--- config.mk ---
export PLATFORM = sky130hd
export DESIGN_NAME = cpu_arith_core
export DESIGN_NICKNAME = d
export VERILOG_FILES = /design/src/rtl/cpu_arith_pkg.sv /design/src/rtl/arith_alu.sv /design/src/rtl/cpu_arith_core.sv /design/src/rtl/mul_div_unit.sv
export SDC_FILE = /design/constraint.sdc
export NUM_CORES = 1
export LEC_CHECK = 0
export BUFFER_PORTS_ARGS = -buffer_cell sky130_fd_sc_hd__buf_4
export CAP_MARGIN = 20
export CORE_UTILIZATION = 34
export DETAILED_ROUTE_END_ITERATION = 8
export GPL_TIMING_DRIVEN = 0
export PLACE_DENSITY = 0.52
export REMOVE_ABC_BUFFERS = 1
export SETUP_SLACK_MARGIN = 0.1
export SYNTH_ARGS = -nofsm -noshare
export SYNTH_HDL_FRONTEND = slang
export SYNTH_SLANG_ARGS = --single-unit
--- constraint.sdc ---
create_clock -name clk_i -period 15.65 [get_ports clk_i]
set_input_delay 3.13 -clock clk_i [delete_from_list [all_inputs] [get_ports clk_i]]
set_output_delay 3.13 -clock clk_i [all_outputs]
set_load 0.05 [all_outputs]
--- src/rtl/cpu_arith_pkg.sv ---
// shared constants, opcode decode and cycle tables for the arithmetic core
// assumes one clock and an 8-bit accumulator datapath; no software registers
package cpu_arith_pkg;

    ////////////////////////////////////////////////////////////////////////////
    // operation kinds
    localparam logic [3:0] K_ADD   = 4'h0;
    localparam logic [3:0] K_SUMC  = 4'h1; // sum_with_carry_op
    localparam logic [3:0] K_SUBW  = 4'h2; // minus_with_borrow_op
    localparam logic [3:0] K_INC   = 4'h3;
    localparam logic [3:0] K_DEC   = 4'h4; // step_down_op
    localparam logic [3:0] K_MUL   = 4'h5; // product_op
    localparam logic [3:0] K_DIV   = 4'h6;
    localparam logic [3:0] K_DA    = 4'h7; // bcd_fixup_op
    localparam logic [3:0] K_INCDP = 4'h8;
    localparam logic [3:0] K_LDDP  = 4'h9;
    localparam logic [3:0] K_MOVC  = 4'ha;
    localparam logic [3:0] K_BIT   = 4'hb;
    localparam logic [3:0] K_BAD   = 4'hf;

    // operand source modes
    localparam logic [2:0] S_REG  = 3'h0;
    localparam logic [2:0] S_DIR  = 3'h1;
    localparam logic [2:0] S_IND  = 3'h2;
    localparam logic [2:0] S_IMM  = 3'h3;
    localparam logic [2:0] S_ACC  = 3'h4;
    localparam logic [2:0] S_NONE = 3'h5;

    ////////////////////////////////////////////////////////////////////////////
    // opcodes: group high nibbles and single encodings
    localparam logic [3:0] HI_INC   = 4'h0;
    localparam logic [3:0] HI_DEC   = 4'h1;
    localparam logic [3:0] HI_ADD   = 4'h2;
    localparam logic [3:0] HI_SUMC  = 4'h3;
    localparam logic [3:0] HI_SUBW  = 4'h9;
    localparam logic [3:0] LO_FIRST = 4'h4; // lowest low nibble of a group
    localparam logic [3:0] LO_DIR   = 4'h5;
    localparam logic [3:0] LO_REG   = 4'h8;
    localparam logic [7:0] OPC_MUL   = 8'ha4;
    localparam logic [7:0] OPC_DIV   = 8'h84;
    localparam logic [7:0] OPC_DA    = 8'hd4;
    localparam logic [7:0] OPC_INCDP = 8'ha3;
    localparam logic [7:0] OPC_LDDP  = 8'h90;
    localparam logic [7:0] OPC_MOVC  = 8'h93;
    localparam logic [7:0] OPC_BITC  = 8'ha2;

    ////////////////////////////////////////////////////////////////////////////
    // cycles per instruction and pipeline phases
    localparam logic [2:0] CYC_REG    = 3'd1;
    localparam logic [2:0] CYC_MEM    = 3'd2;
    localparam logic [2:0] CYC_INCREG = 3'd2;
    localparam logic [2:0] CYC_RMW    = 3'd3;
    localparam logic [2:0] CYC_MUL    = 3'd2;
    localparam logic [2:0] CYC_DIV    = 3'd6;
    localparam logic [2:0] CYC_DA     = 3'd3;
    localparam logic [2:0] CYC_LDDP   = 3'd3;
    localparam logic [2:0] CYC_MOVC   = 3'd5;
    localparam logic [2:0] CYC_BIT    = 3'd2;
    localparam logic [2:0] PH_FIRST   = 3'd1;
    localparam logic [2:0] PH_FETCH   = 3'd2; // edge at which read data is taken

    ////////////////////////////////////////////////////////////////////////////
    // storage, reset values, misc constants
    localparam int         RF_DEPTH     = 32; // four banks of eight
    localparam logic [7:0] RST_BYTE     = 8'h00;
    localparam logic [15:0] RST_WPTR    = 16'h0000;
    localparam logic [15:0] WPTR_STEP   = 16'h0001;
    localparam logic [7:0] BIT_RAM_BASE = 8'h20;
    localparam logic [7:0] BCD_MAX      = 8'h09;
    localparam logic [8:0] BCD_LO_ADJ   = 9'h006;
    localparam logic [8:0] BCD_HI_ADJ   = 9'h060;

    ////////////////////////////////////////////////////////////////////////////
    // decode helpers
    function automatic logic [3:0] op_kind(input logic [7:0] opc);
        logic [3:0] k;
        k = K_BAD;
        if (opc == OPC_MUL) k = K_MUL;
        else if (opc == OPC_DIV) k = K_DIV;
        else if (opc == OPC_DA) k = K_DA;
        else if (opc == OPC_INCDP) k = K_INCDP;
        else if (opc == OPC_LDDP) k = K_LDDP;
        else if (opc == OPC_MOVC) k = K_MOVC;
        else if (opc == OPC_BITC) k = K_BIT;
        else if (opc[3:0] >= LO_FIRST) begin
            case (opc[7:4])
                HI_INC:  k = K_INC;
                HI_DEC:  k = K_DEC;
                HI_ADD:  k = K_ADD;
                HI_SUMC: k = K_SUMC;
                HI_SUBW: k = K_SUBW;
                default: k = K_BAD;
            endcase
        end
        return k;
    endfunction : op_kind

    function automatic logic [2:0] src_mode(input logic [7:0] opc);
        logic [3:0] k;
        logic [2:0] s;
        k = op_kind(opc);
        s = S_NONE;
        if (k == K_BIT) s = S_DIR;
        else if (k <= K_DEC) begin
            if (opc[3:0] >= LO_REG) s = S_REG;
            else if (opc[3:0] > LO_DIR) s = S_IND;
            else if (opc[3:0] == LO_DIR) s = S_DIR;
            else s = (k == K_INC || k == K_DEC) ? S_ACC : S_IMM;
        end
        return s;
    endfunction : src_mode

    function automatic logic [2:0] cycles_of(input logic [3:0] k, input logic [2:0] s);
        logic [2:0] n;
        case (k)
            K_ADD, K_SUMC, K_SUBW: n = (s == S_REG) ? CYC_REG : CYC_MEM;
            K_INC, K_DEC: n = (s == S_ACC) ? CYC_REG : (s == S_REG) ? CYC_INCREG : CYC_RMW;
            K_MUL:   n = CYC_MUL;
            K_DIV:   n = CYC_DIV;
            K_DA:    n = CYC_DA;
            K_LDDP:  n = CYC_LDDP;
            K_MOVC:  n = CYC_MOVC;
            K_BIT:   n = CYC_BIT;
            default: n = CYC_REG;
        endcase
        return n;
    endfunction : cycles_of

    // bit address to byte address: low half sits in bit ram, high half in special register bytes
    function automatic logic [7:0] bit_byte_addr(input logic [7:0] b);
        return b[7] ? {b[7:3], 3'h0} : (BIT_RAM_BASE + {4'h0, b[6:3]});
    endfunction : bit_byte_addr

    function automatic logic [4:0] rf_index(input logic [1:0] bank, input logic [2:0] idx);
        return {bank, idx};
    endfunction : rf_index

endpackage : cpu_arith_pkg

--- src/rtl/arith_alu.sv ---
// add, add with carry, subtract with borrow, step up/down and bcd fixup
// assumes purely combinational use; flags follow the usual 8-bit conventions
`timescale 1ns/1ns
`default_nettype none
module arith_alu
    import cpu_arith_pkg::*;
(
    // operation
    input  wire logic [3:0] kind_i,
    input  wire logic [7:0] a_i,
    input  wire logic [7:0] src_i,
    input  wire logic       cy_i,
    input  wire logic       ac_i,
    // result
    output logic      [7:0] res_o,
    output logic            cy_o,
    output logic            ac_o,
    output logic            ov_o
);
    ////////////////////////////////////////////////////////////////////////////
    // subtraction runs as a + ~src + ~borrow so one adder serves all three
    wire       sub = (kind_i == K_SUBW);
    wire       ci  = sub ? ~cy_i : ((kind_i == K_SUMC) & cy_i);
    wire [7:0] bv  = sub ? ~src_i : src_i;
    wire [4:0] lo5 = {1'b0, a_i[3:0]} + {1'b0, bv[3:0]} + {4'h0, ci};
    wire [7:0] s7  = {1'b0, a_i[6:0]} + {1'b0, bv[6:0]} + {7'h00, ci};
    wire [8:0] s8  = {1'b0, a_i} + {1'b0, bv} + {8'h00, ci};
    // bcd fixup works on the accumulator with the current flags
    wire [8:0] d1  = {1'b0, a_i} + (((a_i[3:0] > BCD_MAX[3:0]) || ac_i) ? BCD_LO_ADJ : 9'h000);
    wire       hi_fix = (d1[7:4] > BCD_MAX[3:0]) || cy_i || d1[8];
    wire [8:0] d2  = d1 + (hi_fix ? BCD_HI_ADJ : 9'h000);

    // result and flag select
    always_comb begin
        res_o = s8[7:0];
        cy_o  = cy_i;
        ac_o  = ac_i;
        ov_o  = 1'b0;
        case (kind_i)
            K_ADD, K_SUMC, K_SUBW: begin
                cy_o = s8[8] ^ sub;        // borrow is the inverted carry
                ac_o = lo5[4] ^ sub;
                ov_o = s8[8] ^ s7[7];
            end
            K_INC:   res_o = src_i + 8'h01;
            K_DEC:   res_o = src_i - 8'h01;
            K_DA: begin
                res_o = d2[7:0];
                cy_o  = cy_i | d1[8] | d2[8];
            end
            default: res_o = s8[7:0];
        endcase
    end
endmodule : arith_alu
`default_nettype wire

--- src/rtl/cpu_arith_core.sv ---
// operand addressing and arithmetic execution for the 8-bit core
// assumes a fetch stage presenting whole instructions, data memory answering
// one cycle after its read strobe, and code memory answering the same way
`timescale 1ns/1ns
`default_nettype none
module cpu_arith_core
    import cpu_arith_pkg::*;
(
    // clock and reset
    input  wire logic        clk_i,
    input  wire logic        srst_i,
    // instruction issue
    input  wire logic        inst_valid_i,
    input  wire logic [7:0]  opcode_i,
    input  wire logic [7:0]  oper1_i,
    input  wire logic [7:0]  oper2_i,
    input  wire logic [1:0]  bank_sel_i,
    output logic             inst_ready_o,
    output logic             done_o,
    output logic             illegal_o,
    // internal ram and special function register port
    output logic      [7:0]  mem_addr_o,
    output logic             mem_rd_o,
    output logic             mem_wr_o,
    output logic      [7:0]  mem_wdata_o,
    input  wire logic [7:0]  mem_rdata_i,
    // program memory read port
    output logic      [15:0] code_addr_o,
    output logic             code_rd_o,
    input  wire logic [7:0]  code_rdata_i,
    // architectural state
    output logic      [7:0]  acc_o,
    output logic      [7:0]  b_o,
    output logic      [15:0] wptr_o,
    output logic             carry_o,
    output logic             aux_carry_o,
    output logic             overflow_o
);
    typedef enum logic [1:0] {
        ST_IDLE = 2'b01,
        ST_EXEC = 2'b10
    } state_e;

    ////////////////////////////////////////////////////////////////////////////
    // state
    state_e      state_q;
    logic [3:0]  kind_q;
    logic [2:0]  src_q;
    logic [2:0]  ncyc_q;
    logic [2:0]  el_q;
    logic [7:0]  opnd_q;
    logic [7:0]  oper2_q;
    logic [4:0]  idx_q;
    logic [2:0]  bitsel_q;
    logic        fetch_q;
    logic        from_code_q;
    logic        ready_q;
    logic        done_q;
    logic        illegal_q;
    logic [7:0]  mem_addr_q;
    logic        mem_rd_q;
    logic        mem_wr_q;
    logic [7:0]  mem_wdata_q;
    logic [15:0] code_addr_q;
    logic        code_rd_q;
    logic [7:0]  acc_q;
    logic [7:0]  b_q;
    logic [15:0] wptr_q;
    logic        cy_q;
    logic        ac_q;
    logic        ov_q;
    logic [7:0]  rf_q [RF_DEPTH];

    // next values
    logic [7:0]  acc_d;
    logic [7:0]  b_d;
    logic [15:0] wptr_d;
    logic        cy_d;
    logic        ac_d;
    logic        ov_d;
    logic        rf_we;
    logic [7:0]  rf_wdata;
    logic        ready_d;

    // unit results
    logic [7:0]  alu_res;
    logic        alu_cy;
    logic        alu_ac;
    logic        alu_ov;
    logic [15:0] prod;
    logic [7:0]  quot;
    logic [7:0]  rem;
    logic        div_zero;

    ////////////////////////////////////////////////////////////////////////////
    // decode of the offered instruction
    wire [3:0] dec_kind  = op_kind(opcode_i);
    wire [2:0] dec_src   = src_mode(opcode_i);
    wire [2:0] dec_ncyc  = cycles_of(dec_kind, dec_src);
    wire       dec_movc  = (dec_kind == K_MOVC);
    wire       dec_fetch = (dec_src == S_DIR) || (dec_src == S_IND) || dec_movc;
    wire       take      = inst_valid_i & ready_q;

    // pointer for indirect forms; bypass a register write landing this same edge
    wire [4:0] ptr_idx   = rf_index(bank_sel_i, {2'b00, opcode_i[0]});
    wire       ptr_byp   = rf_we && (idx_q == ptr_idx);
    wire [7:0] ptr_val   = ptr_byp ? rf_wdata : rf_q[ptr_idx];
    // data address: bit byte, register pointer or the direct field
    wire [7:0] bit_addr  = bit_byte_addr(oper1_i);
    wire [7:0] dat_addr  = (dec_kind == K_BIT) ? bit_addr :
                           (dec_src == S_IND) ? ptr_val : oper1_i;
    // indexed code address uses the forwarded accumulator and pointer
    wire [15:0] idx_addr = wptr_d + {8'h00, acc_d};

    ////////////////////////////////////////////////////////////////////////////
    // execution phase decode
    wire exec      = (state_q == ST_EXEC);
    wire fin       = exec && (el_q == ncyc_q);
    wire fetch_ph  = exec && fetch_q && (el_q == PH_FETCH);
    wire [7:0] fetch_data = from_code_q ? code_rdata_i : mem_rdata_i;
    wire is_step   = (kind_q == K_INC) || (kind_q == K_DEC);
    wire mem_dst   = (src_q == S_DIR) || (src_q == S_IND);
    wire rmw_wr    = fetch_ph && is_step && mem_dst;
    wire [2:0] el_inc = el_q + PH_FIRST;

    // operand select: fetched byte wins in its own cycle, else the register, the accumulator or the held copy
    wire [7:0] src_val = fetch_ph ? fetch_data :
                         (src_q == S_REG) ? rf_q[idx_q] :
                         (src_q == S_ACC) ? acc_q : opnd_q;

    ////////////////////////////////////////////////////////////////////////////
    // datapath units
    arith_alu u_alu (
        .kind_i (kind_q),
        .a_i    (acc_q),
        .src_i  (src_val),
        .cy_i   (cy_q),
        .ac_i   (ac_q),
        .res_o  (alu_res),
        .cy_o   (alu_cy),
        .ac_o   (alu_ac),
        .ov_o   (alu_ov)
    );

    mul_div_unit u_muldiv (
        .a_i        (acc_q),
        .b_i        (b_q),
        .prod_o     (prod),
        .quot_o     (quot),
        .rem_o      (rem),
        .div_zero_o (div_zero)
    );

    ////////////////////////////////////////////////////////////////////////////
    // writeback at the final edge of each instruction
    always_comb begin
        acc_d    = acc_q;
        b_d      = b_q;
        wptr_d   = wptr_q;
        cy_d     = cy_q;
        ac_d     = ac_q;
        ov_d     = ov_q;
        rf_we    = 1'b0;
        rf_wdata = alu_res;
        if (fin) begin
            case (kind_q)
                K_ADD, K_SUMC, K_SUBW: begin
                    acc_d = alu_res;
                    cy_d  = alu_cy;
                    ac_d  = alu_ac;
                    ov_d  = alu_ov;
                end
                K_INC, K_DEC: begin
                    if (src_q == S_ACC) acc_d = alu_res;
                    rf_we = (src_q == S_REG);
                end
                K_MUL: begin
                    acc_d = prod[7:0];
                    b_d   = prod[15:8];
                    cy_d  = 1'b0;
                    ov_d  = |prod[15:8];
                end
                K_DIV: begin
                    cy_d = 1'b0;
                    ov_d = div_zero;      // zero divisor leaves both registers alone
                    if (!div_zero) begin
                        acc_d = quot;
                        b_d   = rem;
                    end
                end
                K_DA: begin
                    acc_d = alu_res;
                    cy_d  = alu_cy;
                end
                K_INCDP: wptr_d = wptr_q + WPTR_STEP;
                K_LDDP:  wptr_d = {opnd_q, oper2_q};
                K_MOVC:  acc_d  = opnd_q;
                K_BIT:   cy_d   = src_val[bitsel_q];
                default: acc_d  = acc_q;
            endcase
        end
    end

    // ready is raised one cycle early so the next instruction issues back to back
    assign ready_d = take ? (dec_ncyc == CYC_REG) :
                     fin  ? 1'b1 :
                     exec ? (el_inc == ncyc_q) : 1'b1;

    ////////////////////////////////////////////////////////////////////////////
    // sequencer and memory strobes
    always_ff @(posedge clk_i) begin
        if (srst_i) begin
            state_q     <= ST_IDLE;
            kind_q      <= K_BAD;
            src_q       <= S_NONE;
            ncyc_q      <= CYC_REG;
            el_q        <= PH_FIRST;
            opnd_q      <= RST_BYTE;
            oper2_q     <= RST_BYTE;
            idx_q       <= 5'h00;
            bitsel_q    <= 3'h0;
            fetch_q     <= 1'b0;
            from_code_q <= 1'b0;
            ready_q     <= 1'b1;
            done_q      <= 1'b0;
            illegal_q   <= 1'b0;
            mem_addr_q  <= RST_BYTE;
            mem_rd_q    <= 1'b0;
            mem_wr_q    <= 1'b0;
            mem_wdata_q <= RST_BYTE;
            code_addr_q <= RST_WPTR;
            code_rd_q   <= 1'b0;
        end else begin
            done_q    <= fin;
            illegal_q <= fin && (kind_q == K_BAD);
            mem_rd_q  <= take && dec_fetch && !dec_movc;
            code_rd_q <= take && dec_movc;
            mem_wr_q  <= rmw_wr;
            ready_q   <= ready_d;
            if (exec) el_q <= el_inc;
            if (fin) state_q <= ST_IDLE;
            if (fetch_ph) opnd_q <= fetch_data;
            // step on a memory operand writes back to the same address
            if (rmw_wr) mem_wdata_q <= alu_res;
            if (take) begin
                state_q     <= ST_EXEC;
                kind_q      <= dec_kind;
                src_q       <= dec_src;
                ncyc_q      <= dec_ncyc;
                el_q        <= PH_FIRST;
                opnd_q      <= oper1_i;
                oper2_q     <= oper2_i;
                idx_q       <= rf_index(bank_sel_i, opcode_i[2:0]);
                bitsel_q    <= oper1_i[2:0];
                fetch_q     <= dec_fetch;
                from_code_q <= dec_movc;
                if (dec_fetch && !dec_movc) mem_addr_q <= dat_addr;
                if (dec_movc) code_addr_q <= idx_addr;
            end
        end
    end

    ////////////////////////////////////////////////////////////////////////////
    // accumulator, b, pointer and flags
    always_ff @(posedge clk_i) begin
        if (srst_i) begin
            acc_q  <= RST_BYTE;
            b_q    <= RST_BYTE;
            wptr_q <= RST_WPTR;
            cy_q   <= 1'b0;
            ac_q   <= 1'b0;
            ov_q   <= 1'b0;
        end else begin
            acc_q  <= acc_d;
            b_q    <= b_d;
            wptr_q <= wptr_d;
            cy_q   <= cy_d;
            ac_q   <= ac_d;
            ov_q   <= ov_d;
        end
    end

    // banked working registers, one write port
    always_ff @(posedge clk_i) begin
        if (srst_i) begin
            for (int i = 0; i < RF_DEPTH; i++) rf_q[i] <= RST_BYTE;
        end else if (rf_we) begin
            rf_q[idx_q] <= rf_wdata;
        end
    end

    ////////////////////////////////////////////////////////////////////////////
    // outputs straight from flops
    assign inst_ready_o = ready_q;
    assign done_o       = done_q;
    assign illegal_o    = illegal_q;
    assign mem_addr_o   = mem_addr_q;
    assign mem_rd_o     = mem_rd_q;
    assign mem_wr_o     = mem_wr_q;
    assign mem_wdata_o  = mem_wdata_q;
    assign code_addr_o  = code_addr_q;
    assign code_rd_o    = code_rd_q;
    assign acc_o        = acc_q;
    assign b_o          = b_q;
    assign wptr_o       = wptr_q;
    assign carry_o      = cy_q;
    assign aux_carry_o  = ac_q;
    assign overflow_o   = ov_q;
endmodule : cpu_arith_core
`default_nettype wire

--- src/rtl/mul_div_unit.sv ---
// 8x8 product and 8/8 quotient with remainder
// assumes operands stay stable until the sequencer takes the result
`timescale 1ns/1ns
`default_nettype none
module mul_div_unit (
    // operands
    input  wire logic [7:0]  a_i,
    input  wire logic [7:0]  b_i,
    // results
    output logic      [15:0] prod_o,
    output logic      [7:0]  quot_o,
    output logic      [7:0]  rem_o,
    output logic             div_zero_o
);
    ////////////////////////////////////////////////////////////////////////////
    // one wide combinational array; the sequencer spends the cycle budget on it
    assign prod_o     = {8'h00, a_i} * {8'h00, b_i};
    assign div_zero_o = (b_i == 8'h00);
    // guard the divider outputs so a zero divisor yields zero quotient and remainder
    assign quot_o     = div_zero_o ? 8'h00 : (a_i / b_i);
    assign rem_o      = div_zero_o ? 8'h00 : (a_i % b_i);
endmodule : mul_div_unit
`default_nettype wire

==> results.py <==
metrics = {
    "floorplanning": {
        "die-area_um2": 70500,
        "rows": 96,
        "die_h_um": 265,
        "io_pins": 118,
        "dieWidth_um": 265,
        "core_area_um2": 68600,
        "initial_core_util_pct": 34.4,
    },
    "synthesis": {
        "synthFlopType": "edfxtp_1",
        "synth_warnings": 0,
        "ys_seq_elements": 375,
        "synth-edff-count": 256,
        "syn-cell-area_um2": 23600,
        "syn_inst": 2331,
        "ys_seq_area_share_pct": 42.7,
        "async_reset_ff_share_pct": 0,
        "synth.distinct_cells": 96,
        "syn_area_per_cell_um2": 10.1,
    },
    "pwr": {
        "p_switching_mw": 0.716,
        "finalPower_mw": 2.53,
        "comb_power_share_pct": 16.1,
        "power_frac_clock_pct": 39.6,
        "switching_share_pct": 28.3,
        "sequentialPowerShare_pct": 44.3,
        "power.density_nw_per_um2": 93.8,
        "irDropWorstVdd_uv": 82.6,
        "internal_power_mw": 1.81,
        "leakagePower_nw": 10.0,
    },
    "run": {
        "drv_cap": 0,
    },
    "route": {
        "drtPass1Iterations": 7,
        "antenna_left": 0,
        "drt_wl_total_um": 72100,
        "wl_per_cell_um": 21.5,
        "drc_errors": 0,
        "vias": 18400,
        "first_iter_violations": 1409,
        "via_per_inst": 5.49,
    },
    "finish": {
        "fin_util_pct": 39.3,
        "drive_gt1_share_pct": 16.2,
        "final_common_cell": "nor2_1",
        "top_register": "rf_q",
        "mostFrequentLayoutCells": "nor2_1 (390), edfxtp_1 (256), nand2_1 (206)",
        "layout.cells.non_filler": 3350,
        "areaGrowthSynthToFinish_pct": 14.3,
        "diodes": 0,
        "fin_nets": 2580,
        "largest_reg_flops": 256,
    },
    "global_route": {
        "grt_max_degree": 121,
        "grtUsageMet3_pct": 3.37,
        "grt_pass1_wl_um": 109000,
        "met2_usage_pct": 33.7,
        "grt_overflow_total": 0,
        "first_global_vias": 17800,
        "busiest_layer": "met2",
        "antenna_found_initial": 2,
        "met1_usage_pct": 26.4,
        "grt_usage_pct": 20.1,
    },
    "outcome": {
        "status": "completed",
    },
    "clock_network": {
        "cts_buffers": 43,
        "cts_sinks": 375,
        "cts-root-buf": "clkbuf_16",
        "clkTransAtPathRegs_ns": 0.06,
        "cts_max_level": 2,
        "clock_latency_ns": 0.59,
        "cts_tree": "done",
        "cts_hold_buf": 0,
        "cts_max_path_buffers": 3,
    },
    "sta": {
        "period_share_pct": 93.3,
        "rsz0062_at_grt": "false",
        "setup_viol": 0,
        "worst_slack_ns": 1.05,
        "hold_violations": 0,
        "fmax_mhz": 68.5,
        "period_needed_ns": 14.60,
        "worst_slew_pin_slew_ns": 1.06,
        "slew_violations": 0,
        "relSlewSlack_pct": 29.6,
        "fin_worst_skew_ns": 0.0212,
        "final.setup.tns_ns": 0,
    },
    "worst_setup_path": {
        "critPathLaunch": "b_o[0]$_SDFFE_PP0P_",
        "crit_top_cell": "ha_1",
        "regToRegEndpoint": "code_addr_o[14]$_SDFFE_PP0P_",
        "cp-start-kind": "register",
        "critPathRequiredTime_ns": 16.15,
        "reg2reg_slack_ns": 1.05,
        "path_max_fanout": 14,
        "path_class": "reg2reg",
        "reg2reg_depth": 57,
        "crit-reg2reg-launch": "b_o[0]$_SDFFE_PP0P_",
        "endpoint_kind": "register",
        "cp_slowest_cell": "a211oi_4",
        "cp.arrival_ns": 15.10,
        "slowest_delay_ns": 0.65,
        "crit_end": "code_addr_o[14]$_SDFFE_PP0P_",
    },
    "placed_design": {
        "placedCellCount": 3266,
        "place.gp.congestion": 0.876,
        "dpl.hpwl_um": 52400,
        "pre_cts_slack_ns": 0.453,
        "io_buffer_count": 117,
    },
    "worst_hold_path": {
        "hp-class": "reg2reg",
    },
}
## timing repair
action	4_1_cts	5_1_grt
gates resized for setup	0	6
endpoints found under the setup margin	0	8
buffers inserted	0	4
## cell usage after synthesis, drive strengths merged (10+ instances only)
master / instances / area, um2
a211o: 16 / 140
a211oi: 53 / 418
a21o: 22 / 165
a21oi: 132 / 672
a221oi: 12 / 135
a31oi: 14 / 93.8
and2: 19 / 119
and3: 13 / 81.3
buf: 41 / 252
clkbuf: 95 / 357
dfxtp: 119 / 2380
edfxtp: 256 / 7690
fa: 43 / 861
ha: 105 / 1310
inv: 89 / 334
mux2: 12 / 139
mux2i: 28 / 280
mux4: 89 / 2000
nand2: 207 / 777
nand2b: 46 / 288
nand3: 43 / 215
nor2: 422 / 1660
nor2b: 46 / 288
nor3: 62 / 320
nor4: 14 / 106
o211ai: 13 / 103
o21a: 26 / 195
o21ai: 71 / 359
o31ai: 10 / 80.1
or3: 14 / 87.6
xnor2: 43 / 384
xor2: 22 / 193
## routing by layer
metal  up-vias  share of wire (%)
met1      9139                 43
met4         2                3.1
met3       110                5.8
met2       562                 48
li1       8578                  -
met5         -              0.018
## power by group through the flow
stage	registers (mW)	clock network, mW	logic [mW]
after global routing	1.12	1.06	0.439
after CTS	1.12	1.02	0.405
after global placement	1.15	0	0.378
after detailed placement	1.14	0	0.404
final	1.12	1.00	0.407
after floorplan	1.13	0	0.257
## layout make-up
type | count | area (um2)
fillers | 6755 | 41600
inverters | 93 | 353
clock buffers | 59 | 1160
clock inverters | 18 | 213
repair buffers | 147 | 1340
multi-input cells | 1727 | 12700
well taps | 931 | 1160
flip-flops and latches | 375 | 10100
## critical path, delay by kind of cell (launching register included)
family / cells / cell delay, ns
mux: 2 / 0.74
fa+ha+maj: 10 / 3.19
simple gates: 9 / 1.71
xor+xnor: 1 / 0.15
compound gates: 34 / 7.84
flops: 1 / 0.56
buf+inv: 1 / 0.28
## worst min path at each step
stage	cells past startpoint	to	from
after floorplan	2	oper2_q[0]$_SDFFE_PP0P_	oper2_q[0]$_SDFFE_PP0P_
after global placement	2	code_addr_o[3]$_SDFFE_PP0P_	code_addr_o[3]$_SDFFE_PP0P_
after detailed placement	2	code_addr_o[8]$_SDFFE_PP0P_	code_addr_o[8]$_SDFFE_PP0P_
after CTS	2	code_addr_o[0]$_SDFFE_PP0P_	code_addr_o[0]$_SDFFE_PP0P_
after global routing	2	code_addr_o[6]$_SDFFE_PP0P_	code_addr_o[6]$_SDFFE_PP0P_
final	2	code_addr_o[0]$_SDFFE_PP0P_	code_addr_o[0]$_SDFFE_PP0P_
## metrics by stage
stage | hold WS [ns] | instance area [um2]
floorplan | 0.427 | 23000
global placement | 0.443 | 25000
detailed placement | 0.448 | 25500
CTS | 0.457 | 26900
global route | 0.471 | 27000
finish | 0.452 | 27000
## kinds of logic (layout without fill, tap and decap cells)
kind of cell | after synthesis | after routing | share of synthesized area [%]
DFF | 375 | 375 | 42.7
muxes | 129 | 129 | 10.3
and+or+nand+nor | 933 | 933 | 18.3
AOI/OAI and AO/OA | 452 | 452 | 13.0
buffers and inverters | 229 | 317 | 4.06
adders and majority gates | 148 | 148 | 9.21
xor gates and xnor gates | 65 | 65 | 2.44
No activity file was read; power rests on OpenSTA's default activity.
